File: config.mk
export PLATFORM = sky130hd
export DESIGN_NAME = alu_core
export DESIGN_NICKNAME = d
export VERILOG_FILES = /design/src/logic/alu_pkg.sv /design/src/logic/alu_adder.sv /design/src/logic/alu_logic_unit.sv /design/src/logic/alu_core.sv
export SDC_FILE = /design/constraint.sdc
export NUM_CORES = 1
export LEC_CHECK = 0
export BUFFER_PORTS_ARGS = -buffer_cell sky130_fd_sc_hd__buf_2
export CAP_MARGIN = 15
export CORE_MARGIN = 10
export CORE_UTILIZATION = 56
export DETAILED_ROUTE_END_ITERATION = 7
export PLACE_DENSITY = 0.82
export SKIP_LAST_GASP = 1
export SLEW_MARGIN = 30
export SYNTH_ARGS = -nofsm -noshare
export SYNTH_HDL_FRONTEND = slang
export SYNTH_HIERARCHICAL = 1
export SYNTH_SLANG_ARGS = --single-unit
File: constraint.sdc
create_clock -name sys_clk -period 5.4 [get_ports sys_clk]
set_clock_uncertainty 0.15 [all_clocks]
set_input_delay 0.81 -clock sys_clk [delete_from_list [all_inputs] [get_ports sys_clk]]
set_output_delay 0.81 -clock sys_clk [all_outputs]
set_load 0.01 [all_outputs]
File: src/logic/alu_pkg.sv
package alu_pkg;

  localparam int ALU_WORD_W = 16;
  localparam int ALU_BYTE_W = 8;
  localparam int ALU_WORD_MSB = 15;
  localparam int ALU_BYTE_MSB = 7;

  // Status register layout
  localparam int ALU_SR_C = 0;
  localparam int ALU_SR_Z = 1;
  localparam int ALU_SR_N = 2;
  localparam int ALU_SR_GIE = 3;
  localparam int ALU_SR_CPU_HALT = 4;
  localparam int ALU_SR_OSC_HALT = 5;
  localparam int ALU_SR_V = 8;

  localparam logic [15:0] ALU_ZERO_WORD = 16'h0000;
  localparam logic [15:0] ALU_LOW_MASK = 16'h00ff;
  localparam logic [15:0] ALU_SR_RESET = 16'h0000;
  localparam logic [15:0] ALU_PC_RESET = 16'h0000;

  // Byte/word select bit value for byte execution
  localparam logic ALU_BW_BYTE = 1'b1;

  typedef enum logic [2:0] {
    ALU_OP_ADD = 3'h0,
    ALU_OP_SUM_WITH_CARRY = 3'h1,
    ALU_OP_ADD_CARRY_ONLY = 3'h2,
    ALU_OP_AND = 3'h3,
    ALU_OP_CLEAR_MASKED_BITS = 3'h4,
    ALU_OP_SET_MASKED_BITS = 3'h5,
    ALU_OP_TEST = 3'h6,
    ALU_OP_JUMP_TO_TARGET = 3'h7
  } alu_op_type;

  typedef enum logic [1:0] {
    ALU_ST_IDLE = 2'b00,
    ALU_ST_DONE = 2'b01
  } alu_state_type;

  typedef struct packed {
    alu_op_type op;
    logic byte_sel;
    logic dst_is_sr;
    logic [15:0] src;
    logic [15:0] dst;
  } alu_req_type;

  typedef struct packed {
    logic [15:0] value;
    logic v;
    logic n;
    logic z;
    logic c;
  } alu_res_type;

endpackage

File: src/logic/alu_adder.sv
`timescale 1ns/1ns
module alu_adder
  import alu_pkg::*;
(
  input wire logic [15:0] a,
  input wire logic [15:0] b,
  input wire logic carry_in,
  input wire logic byte_sel,
  output alu_res_type res
);

  logic [16:0] wide;
  logic [8:0] narrow;
  logic [15:0] sum;
  logic a_msb;
  logic b_msb;
  logic s_msb;

  always_comb begin
    wide = {1'b0, a} + {1'b0, b} + {16'h0000, carry_in};
    narrow = {1'b0, a[7:0]} + {1'b0, b[7:0]} + {8'h00, carry_in};
    // Byte mode: bit 7 is the sign bit, upper byte cleared
    if (byte_sel) begin
      sum = {8'h00, narrow[7:0]};
      res.c = narrow[8];
      a_msb = a[ALU_BYTE_MSB];
      b_msb = b[ALU_BYTE_MSB];
      s_msb = narrow[ALU_BYTE_MSB];
    end else begin
      sum = wide[15:0];
      res.c = wide[16];
      a_msb = a[ALU_WORD_MSB];
      b_msb = b[ALU_WORD_MSB];
      s_msb = wide[ALU_WORD_MSB];
    end
    res.value = sum;
    res.n = s_msb;
    res.z = (sum == ALU_ZERO_WORD);
    res.v = (a_msb == b_msb) && (s_msb != a_msb);
  end

endmodule

File: src/logic/alu_logic_unit.sv
`timescale 1ns/1ns
module alu_logic_unit
  import alu_pkg::*;
(
  input wire alu_op_type op,
  input wire logic [15:0] src,
  input wire logic [15:0] dst,
  input wire logic byte_sel,
  output alu_res_type res
);

  logic [15:0] raw;
  logic [15:0] val;

  always_comb begin
    case (op)
      ALU_OP_CLEAR_MASKED_BITS: raw = ~src & dst;
      ALU_OP_SET_MASKED_BITS: raw = src | dst;
      default: raw = src & dst;
    endcase
    val = byte_sel ? (raw & ALU_LOW_MASK) : raw;
    res.value = val;
    res.z = (val == ALU_ZERO_WORD);
    res.n = byte_sel ? val[ALU_BYTE_MSB] : val[ALU_WORD_MSB];
    res.c = ~res.z;
    res.v = 1'b0;
  end

endmodule

File: src/logic/alu_core.sv
`timescale 1ns/1ns
module alu_core
  import alu_pkg::*;
(
  input wire logic sys_clk,
  input wire logic rst_n,
  input wire logic req_valid,
  input wire alu_req_type req,
  output logic dst_we,
  output logic [15:0] dst_data,
  output logic pc_we,
  output logic [15:0] pc,
  output logic [15:0] status,
  output logic done
);

  typedef struct packed {
    alu_state_type st;
    logic dst_we;
    logic [15:0] dst_data;
    logic pc_we;
    logic [15:0] pc;
    logic [15:0] status;
  } alu_regs_type;

  alu_regs_type cur;
  alu_regs_type next_cur;
  alu_res_type add_res;
  alu_res_type log_res;
  logic [15:0] add_src;
  logic add_cin;
  logic byte_mode;

  assign byte_mode = (req.byte_sel == ALU_BW_BYTE);

  always_comb begin
    case (req.op)
      ALU_OP_ADD_CARRY_ONLY: begin
        add_src = ALU_ZERO_WORD;
        add_cin = cur.status[ALU_SR_C];
      end
      ALU_OP_SUM_WITH_CARRY: begin
        add_src = req.src;
        add_cin = cur.status[ALU_SR_C];
      end
      default: begin
        add_src = req.src;
        add_cin = 1'b0;
      end
    endcase
  end

  // Carry out of width wrap
  alu_adder u_adder (
    .a(req.dst),
    .b(add_src),
    .carry_in(add_cin),
    .byte_sel(byte_mode),
    .res(add_res)
  );

  alu_logic_unit u_logic (
    .op(req.op),
    .src(req.src),
    .dst(req.dst),
    .byte_sel(byte_mode),
    .res(log_res)
  );

  // Mode bits only move when the status register is the destination
  function automatic logic [15:0] put_flags(input logic [15:0] sr,
                                            input alu_res_type r);
    logic [15:0] s;
    s = sr;
    s[ALU_SR_C] = r.c;
    s[ALU_SR_Z] = r.z;
    s[ALU_SR_N] = r.n;
    s[ALU_SR_V] = r.v;
    return s;
  endfunction

  always_comb begin
    next_cur = cur;
    next_cur.dst_we = 1'b0;
    next_cur.pc_we = 1'b0;
    next_cur.st = ALU_ST_IDLE;
    if (req_valid) begin
      next_cur.st = ALU_ST_DONE;
      case (req.op)
        ALU_OP_ADD, ALU_OP_SUM_WITH_CARRY, ALU_OP_ADD_CARRY_ONLY: begin
          next_cur.dst_we = 1'b1;
          next_cur.dst_data = add_res.value;
          next_cur.status = put_flags(cur.status, add_res);
        end
        ALU_OP_AND: begin
          next_cur.dst_we = 1'b1;
          next_cur.dst_data = log_res.value;
          next_cur.status = put_flags(cur.status, log_res);
        end
        ALU_OP_TEST: begin
          next_cur.status = put_flags(cur.status, log_res);
        end
        ALU_OP_CLEAR_MASKED_BITS, ALU_OP_SET_MASKED_BITS: begin
          next_cur.dst_we = 1'b1;
          next_cur.dst_data = log_res.value;
        end
        ALU_OP_JUMP_TO_TARGET: begin
          // Always a word move, whatever the select bit says
          next_cur.pc_we = 1'b1;
          next_cur.pc = req.dst;
        end
        default: begin
          next_cur.st = ALU_ST_IDLE;
        end
      endcase
      // Result lands in the status register; flag writes above discarded
      if (req.dst_is_sr && req.op != ALU_OP_TEST &&
          req.op != ALU_OP_JUMP_TO_TARGET) begin
        next_cur.status = next_cur.dst_data;
        next_cur.dst_we = 1'b0;
      end
    end
  end

  always_ff @(posedge sys_clk) begin
    if (!rst_n) begin
      cur <= '{st: ALU_ST_IDLE, dst_we: 1'b0, dst_data: ALU_ZERO_WORD,
               pc_we: 1'b0, pc: ALU_PC_RESET, status: ALU_SR_RESET};
    end else begin
      cur <= next_cur;
    end
  end

  assign dst_we = cur.dst_we;
  assign dst_data = cur.dst_data;
  assign pc_we = cur.pc_we;
  assign pc = cur.pc;
  assign status = cur.status;
  assign done = (cur.st == ALU_ST_DONE);

  logic plain_req;
  logic add_kind;
  logic logic_kind;
  assign plain_req = req_valid && !req.dst_is_sr;
  assign add_kind = req.op == ALU_OP_ADD ||
    req.op == ALU_OP_SUM_WITH_CARRY || req.op == ALU_OP_ADD_CARRY_ONLY;
  assign logic_kind = req.op == ALU_OP_AND || req.op == ALU_OP_TEST;
endmodule

Word-level counts from Yosys, hierarchy flattened
Cells that the tools add are included.
- bits in registers: 52
- input port bits: 40
- output and inout bits: 51
- logic and storage cells: 62
- add/sub/neg operators: 4
- eq/ne operators: 12
- multiplexer cells: 16
- bitwise logic cells: 7
- reduce and logical (&&, ||, !) cells: 16
- operators with widths (operator ; number):
    $mux W16 ; 4
    $mux W51 ; 1
    $pmux W17 S2 ; 1
    $and A16 B16 Y16 ; 2
    $logic_not A16 Y1 ; 2
    $pmux W16 S2 ; 1
    $pmux W9 S2 ; 1
    $add A16 B16 Y17 ; 1
    $add A17 B1 Y17 ; 1
    $mux W17 ; 1
    $not A16 Y16 ; 1
    $or A16 B16 Y16 ; 1
    $eq A3 B3 Y1 const B ; 4
    $add A8 B8 Y9 ; 1
    $add A9 B1 Y9 ; 1
    $reduce_or A3 Y1 ; 3
    $reduce_and A2 Y1 ; 4
    $mux W1 ; 7
    $eq A3 B2 Y1 const B ; 2
    $ne A3 B3 Y1 const B ; 2
    $reduce_or A2 Y1 ; 2
    $eq A3 B1 Y1 const B ; 1
    $logic_and A1 B1 Y1 ; 3
    $logic_not A3 Y1 ; 1
    5 further kinds ; 7

Longest topological paths before layout
Gate-level depths: netlist (run 1).
- depth after elaboration: 10
- depth in mapped cells: 19
- gate-level depth less buffers: 17

Cells and area by module
The synthesis (run 1) kept the hierarchy.
- by module, submodules not included (module ; times used ; cells each ; area an instance (µm²) ; seq. area each (µm²)):
    alu_core ; 1 ; 335 ; 2612.5 ; 1021.0
    alu_adder ; 1 ; 133 ; 928.4 ; 0.0
    alu_logic_unit ; 1 ; 87 ; 600.6 ; 0.0

Least setup slack after synthesis (run 1)
Ideal clock, no wire load.
- kind: input to register
- from: input port req[35] (netlist name)
- to: register cur (netlist bit status[1])
- library setup time: 87 ps
- data arrival time: 4269 ps
- data required time: 5163 ps
- slack: 894 ps
- stages: 19
- path buffers: 3
- path through: buf_6 buf_2 buf_2 xnor2_1 nor3b_1 fa_1 inv_1 fa_1 nor2b_1 o211ai_1 a21boi_0 o41ai_1 o21ai_0 mux2_2 nor4_1 nor2_1 a211oi_1 a21oi_1 o31ai_1
- RTL lines (element ; RTL line ; source):
    start, declared ; alu_core.sv:8 ; input wire alu_req_type req,
    end signal, assigned ; alu_core.sv:127 ; cur <= '{st: ALU_ST_IDLE, dst_we: 1'b0, dst_data: ALU_ZERO_WORD,
    end signal, assigned ; alu_core.sv:130 ; cur <= next_cur;
    end, declared ; alu_core.sv:26 ; alu_regs_type cur;

==> results of run 1 <==
==> metal layers <==
| layer | vias up | part of all wire, % | routed length (um) |
|---|---|---|---|
| met2 | 148 | 45 | 5350 |
| li1 | 2120 | - | - |
| met5 | - | 0 | 0 |
| met4 | 0 | 1.0 | 121 |
| met1 | 1973 | 46 | 5560 |
| met3 | 10 | 8.0 | 958 |
==> power groups by stage <==
| stage | Clock, mW | Sequential [mW] | Combinational, mW |
|---|---|---|---|
| final | 0.237 | 0.409 | 0.371 |
| after floorplan | 0 | 0.426 | 0.254 |
| after CTS | 0.244 | 0.409 | 0.367 |
| after global routing | 0.255 | 0.412 | 0.411 |
| after global placement | 0 | 0.416 | 0.360 |
| after detailed placement | 0 | 0.417 | 0.364 |
==> area by class of cell <==
| cell class | instances | area (um2) |
|---|---|---|
| multi-input combinational | 449 | 2840 |
| fill | 684 | 2580 |
| sequential | 51 | 1020 |
| timing repair buffer | 96 | 495 |
| tap | 99 | 124 |
| clock buffer | 5 | 68.8 |
| inverter | 17 | 63.8 |
| clock inverter | 3 | 22.5 |
==> cell families (layout without fill, tap and decap cells) <==
family                     count (synthesis)  in the layout  share of synthesized area [%]
buffers and inverters                     55            121                           6.74
DFF                                       51             51                           24.7
muxes                                     29             29                           7.46
other                                      1              1                         0.0905
adders and majority gates                 17             17                           5.50
and+or+nand+nor                          210            210                           25.4
xor gates and xnor gates                  11             11                           2.33
AOI/OAI and AO/OA                        181            181                           27.9
==> metrics by stage <==
step	instances	hold slack [ns]	area (um2)	power (mW)	setup WS, ns
floorplan	555	0.331	4140	0.680	0.894
global placement	712	0.289	4550	0.776	0.742
detailed placement	712	0.297	4550	0.782	0.586
CTS	720	0.312	4640	1.02	0.845
global route	720	0.328	4640	1.08	0.515
finish	720	0.309	4640	1.02	0.815
==> flip-flops by register name, summed over array words and instances (netlist names) <==
signal,count
status,16
dst_data,16
cur,1
dst_we,1
pc_we,1
pc,16
==> worst min-delay path, cell delays in order, from the launching register on <==
cell and delay [ns]:
dfxtp_1 0.32, nand2_1 0.05, a21oi_1 0.05
==> worst max-delay path by stage <==
stage / from / to / slack [ns] / cells past startpoint
after detailed placement: req[34] / status[1] / 0.59 / 18
after global routing: req[34] / status[1] / 0.52 / 18
final: req[34] / status[1] / 0.82 / 18
after floorplan: req[35] / status[1] / 0.89 / 19
after global placement: req[34] / status[1] / 0.74 / 18
after CTS: req[34] / status[1] / 0.84 / 18
==> cells in the final DEF (no fill, tap or decap), types with 3 or more instances in the layout <==
| master | synthesis | final |
|---|---|---|
| or3_1 | 7 | 7 |
| and2_1 | 7 | 7 |
| o211ai_1 | 5 | 5 |
| nand3_1 | 10 | 10 |
| a22o_1 | 8 | 8 |
| nand3b_1 | 4 | 4 |
| a21o_1 | 7 | 7 |
| nand3_2 | 3 | 3 |
| ha_1 | 15 | 15 |
| a211oi_1 | 5 | 5 |
| mux2_2 | 15 | 15 |
| clkbuf_8 | 0 | 5 |
| dfxtp_1 | 51 | 51 |
| nand2b_1 | 5 | 5 |
| nand2_1 | 72 | 72 |
| xnor2_1 | 5 | 5 |
| nor3_1 | 9 | 9 |
| o21ai_0 | 41 | 41 |
| mux2i_1 | 14 | 14 |
| o31a_1 | 12 | 12 |
| a21oi_1 | 65 | 65 |
| o22ai_1 | 5 | 5 |
| nor2b_1 | 23 | 23 |
| buf_2 | 12 | 90 |
| a31oi_1 | 5 | 5 |
| xor2_1 | 6 | 6 |
| buf_4 | 3 | 6 |
| inv_1 | 17 | 17 |
| and3_1 | 3 | 3 |
| nor2_1 | 48 | 48 |
==> out/results.tsv, run 1 <==
metric	value	unit
status	finished, final reports clean	
ir_drop	0.124	mV
synth_top_area_cell	dfxtp_1	
cpMaxStageDelayCell	o41ai_1	
worst_pin_slew	0.673	ns
clock-root-buffer	clkbuf_8	
syn_nets	612	
slew_violations	0	
syn_area_per_cell	7.46	um2
numCtsBuffers	5	
async_flop_share	0	%
hold_viol_final	0	
cp-end-kind	flop	
timing.reg2reg.setup_slack	1.42	ns
ys_top_cells_by_area	dfxtp_1 (25%), a21oi_1 (7.9%), nand2_1 (6.5%), o21ai_0 (5.0%), ha_1 (4.5%)	
io_buffers	90	
min_to	pc[13]	
worstSetupPathType	primary input to flop	
critPathArrivalTime	4.65	ns
grt_first_pass_wirelength	19800	um
io_pins	91	
setup_viol	0	
fmax	218	MHz
combPwrFrac	36.5	%
internal-power	0.644	mW
ys_seq_area_share	24.7	%
synthFlopType	dfxtp_1	
netlist_area	0.00414	mm2
grt_pass1_vias	4098	
ctsHoldBuffers	0	
netSwitchingFraction	36.6	%
final.period_utilization	84.9	%
cts_buffer_depth	2	
clk_pin_slew	0.10	ns
ys_types	72	
min_path_cells	2	
drt_drc_violations_left	0	
post_cts_buffers	0	
period_needed	4.58	ns
ant_nets	0	
max_stage_delay	0.51	ns
grt_use_met1	27.5	%
clock_latency	0.31	ns
synth_common_cells	nand2_1 (72), a21oi_1 (65), dfxtp_1 (51), nor2_1 (48), o21ai_0 (41)	
p_leak	2.08	nW
yosys_register_bits	51	
power_density	219	mW/mm2
synth_top_area_share	24.7	%
wl_per_cell	16.7	um
drt_pass1_iterations	5	
critPathRequiredTime	5.47	ns
hpwl	9460	um
r2r-end	status[1]	
dieArea	0.0112	mm2
grt_busiest_layer	met2	
diodes	0	
r2r_start	status[0]	
drive_above_1_share	21.4	%
finalWirelength	12000	um
cap_violations	0	
clock_power_share	23.3	%
ctsResizeCount	0	
synth.most_common_cell	nand2_1	
viasPerCell	5.90	
grt_max_degree	52	
cp_max_fo	13	
synth_warnings	6	
grt_usage	20.5	%
critPathTopFamily	compound AO/OA/AOI/OAI gates	
p_switching	0.372	mW
grt-ovfl-total	0	
via_count	4251	
hold_class	flop to flop	
areaGrowthSynthToFinish	12.0	%
h-tree-depth	2	
nets	677	
rows	31	
clkSinkCount	51	
drt_iter0_markers	286	
core	0.00721	mm2
path_buf_inv	2	
syn_inst	555	
fin_util	64.3	%
rsz0062_at_grt	no	
initial_core_util	57.4	%
cp-start-kind	primary input	
place_congestion	0.931	
cts_tree	built	
synth_edf_count	0	
die_w	106	um
seqPwrFrac	40.2	%
die_h	106	um
min-delay-start	pc[13]	
ff2ff_path_depth	15	
grtUsageMet3	5.13	%
relSlewSlack	55.2	%
antenna_found_initial	0	
met2_usage	32.2	%
worstPathCellList	buf_2 > nand2b_1 > nor2_1 > nor2b_1 > fa_1 > inv_1 > fa_1 > nor2b_1 > o211ai_1 > a21boi_0 > o41ai_1 > o21ai_0 > mux2_2 > nor4_1 > nor2_1 > a211oi_1 > a21oi_1 > o31ai_1	
finalSetupTns	0	ns
No activity file was read; power rests on OpenSTA's default activity.
==> run 2, diff against run 1 <==
- CORE_UTILIZATION: 56 -> 50
- PLACE_DENSITY: 0.82 -> 0.77
- clock period: 5.4 -> 3.75 ns (I/O delays scaled with it)
==> out/results.tsv, run 2 (synthesis gave the netlist of run 1 again) <==
metric	value	unit	change
p_leak	2.38	nW	+14%
placedCellCount	764		+7.3%
hpwl	10300	um	+9.1%
finalSetupTns	0	ns	unchanged
grt-ovfl-total	0		unchanged
grt_first_pass_wirelength	21300	um	+7.8%
drive_above_1_share	31.4	%	+10 points
grt_max_degree	34		-35%
grt_pass1_vias	4453		+8.7%
cp-end-kind	flop		
grtUsageMet3	4.98	%	-0.15 points
diodes	0		unchanged
grt_usage	20.0	%	-0.52 points
layout_common_cells	buf_2 (88), nand2_1 (72), a21oi_1 (63)		
dieArea	0.0123	mm2	+9.7%
setup_viol	0		unchanged
layout_commonest_cell	buf_2		
p_total	1.60	mW	+58%
antenna_found_initial	0		unchanged
place_congestion	1.00		+7.7%
final.hold.worst_slack	0.306	ns	-0.00354 ns
met2_usage	31.6	%	-0.60 points
wl_per_cell	17.1	um	+2.6%
critPathTopFamily	compound AO/OA/AOI/OAI gates		
clk_pin_slew	0.10	ns	about the same
grt_use_met1	26.8	%	-0.69 points
fin_util	64.1	%	-0.16 points
final.period_utilization	99.9	%	
drt_iter0_markers	303		+5.9%
clkSinkCount	51		unchanged
cp_max_fo	4		-9
grt_busiest_layer	met2		
fmax	267	MHz	
worst_pin_slew	0.745	ns	+0.0721 ns
rsz0062_at_grt	yes		
relSlewSlack	50.3	%	-4.9 points
h-tree-depth	2		unchanged
cts_tree	built		
worstSetupPathType	primary input to flop		
io_buffers	90		unchanged
finalWirelength	13300	um	+11%
drt_drc_violations_left	0		unchanged
core	0.00813	mm2	+13%
io_pins	91		unchanged
ir_drop	0.176	mV	+41%
slew_violations	0		unchanged
areaGrowthSynthToFinish	25.9	%	
drt_pass1_iterations	5		unchanged
status	finished, final reports clean		
ctsHoldBuffers	0		unchanged
power_density	308	mW/mm2	+40%
cpMaxStageDelayCell	fa_2		
hold_class	flop to flop		
die_h	111	um	+4.7%
via_count	4553		+7.1%
cp-start-kind	primary input		
hold_viol_final	0		unchanged
cap_violations	0		unchanged
numCtsBuffers	5		unchanged
rows	33		+6.5%
critPathArrivalTime	3.83	ns	-0.82 ns
path_buf_inv	2		unchanged
die_w	111	um	+4.7%
cts_buffer_depth	2		unchanged
max_stage_delay	0.36	ns	-0.15 ns
clock_latency	0.32	ns	about the same
clock-root-buffer	clkbuf_8		
period_needed	3.75	ns	
final_cells	780		+8.3%
ant_nets	0		unchanged
worstPathCellList	buf_8 > nand2b_4 > nor2_4 > nor2b_4 > fa_2 > inv_2 > fa_2 > nor2b_2 > o211ai_1 > a21boi_2 > o41ai_2 > o21ai_1 > mux2_4 > nor4_4 > mux2i_1 > a21oi_1 > a21oi_1 > o31ai_1		
nets	731		+8.0%
initial_core_util	50.9	%	-6.5 points
critPathRequiredTime	3.84	ns	-1.63 ns
viasPerCell	5.84		-1.1%
==> run 2: cell types whose count changed in the layout (fill, tap and decap cells not counted), sizes merged <==
cell      change
buf          +53
clkbuf        +2
clkinvlp      +1
clkinv        -1
inv           -1
==> run 2: worst paths after layout <==
check                                from         to  slack (ns)  cells past startpoint
worst max-delay path              req[34]  status[1]       0.005                     18
worst min-delay path                pc[4]      pc[4]        0.31                      2
worst max register to register  status[0]  status[1]        0.22                     15
worst min register to register      pc[4]      pc[4]        0.31                      2
==> run 2: area by class of cell <==
type,count,area [um2]
Sequential cell,51,1020
Inverter,17,63.8
Multi-Input combinational cell,449,3000
Clock inverter,2,16.3
Timing Repair Buffer,150,913
Clock buffer,6,72.6
Tap cell,105,131
Fill cell,713,2920
==> run 2: where the power goes <==
part	switching [mW]	total, mW	internal, mW
logic	0.364	0.673	0.308
clock network	0.209	0.343	0.135
registers	0.0171	0.589	0.572
total	0.590	1.60	1.02
==> run 2: timing repair <==
| item | 4_1_cts | 5_1_grt |
|---|---|---|
| pin swaps | 4 | 16 |
| setup buffers | 2 | 6 |
| resized for setup | 2 | 26 |
| setup endpoints to repair | 1 | 5 |
==> run 2: worst min-delay path: stages (launching register included) <==
cell and delay [ns]:
dfxtp_1 0.32, nand2_1 0.05, a21oi_1 0.05
==> run 2: per-layer routing <==
layer | part of all wire (%) | up-vias
met5 | 0 | -
met4 | 1.7 | 0
met3 | 6.7 | 24
met2 | 44 | 169
met1 | 47 | 2142
li1 | - | 2218
==> run 2: per-stage QoR <==
stage                     area (um2)  setup slack, ns
after floorplan                 4210           -0.167
after global placement          4940           -0.343
after detailed placement        4940           -0.476
after CTS                       5060           0.0151
after global routing            5220           -0.198
final                           5220          0.00477
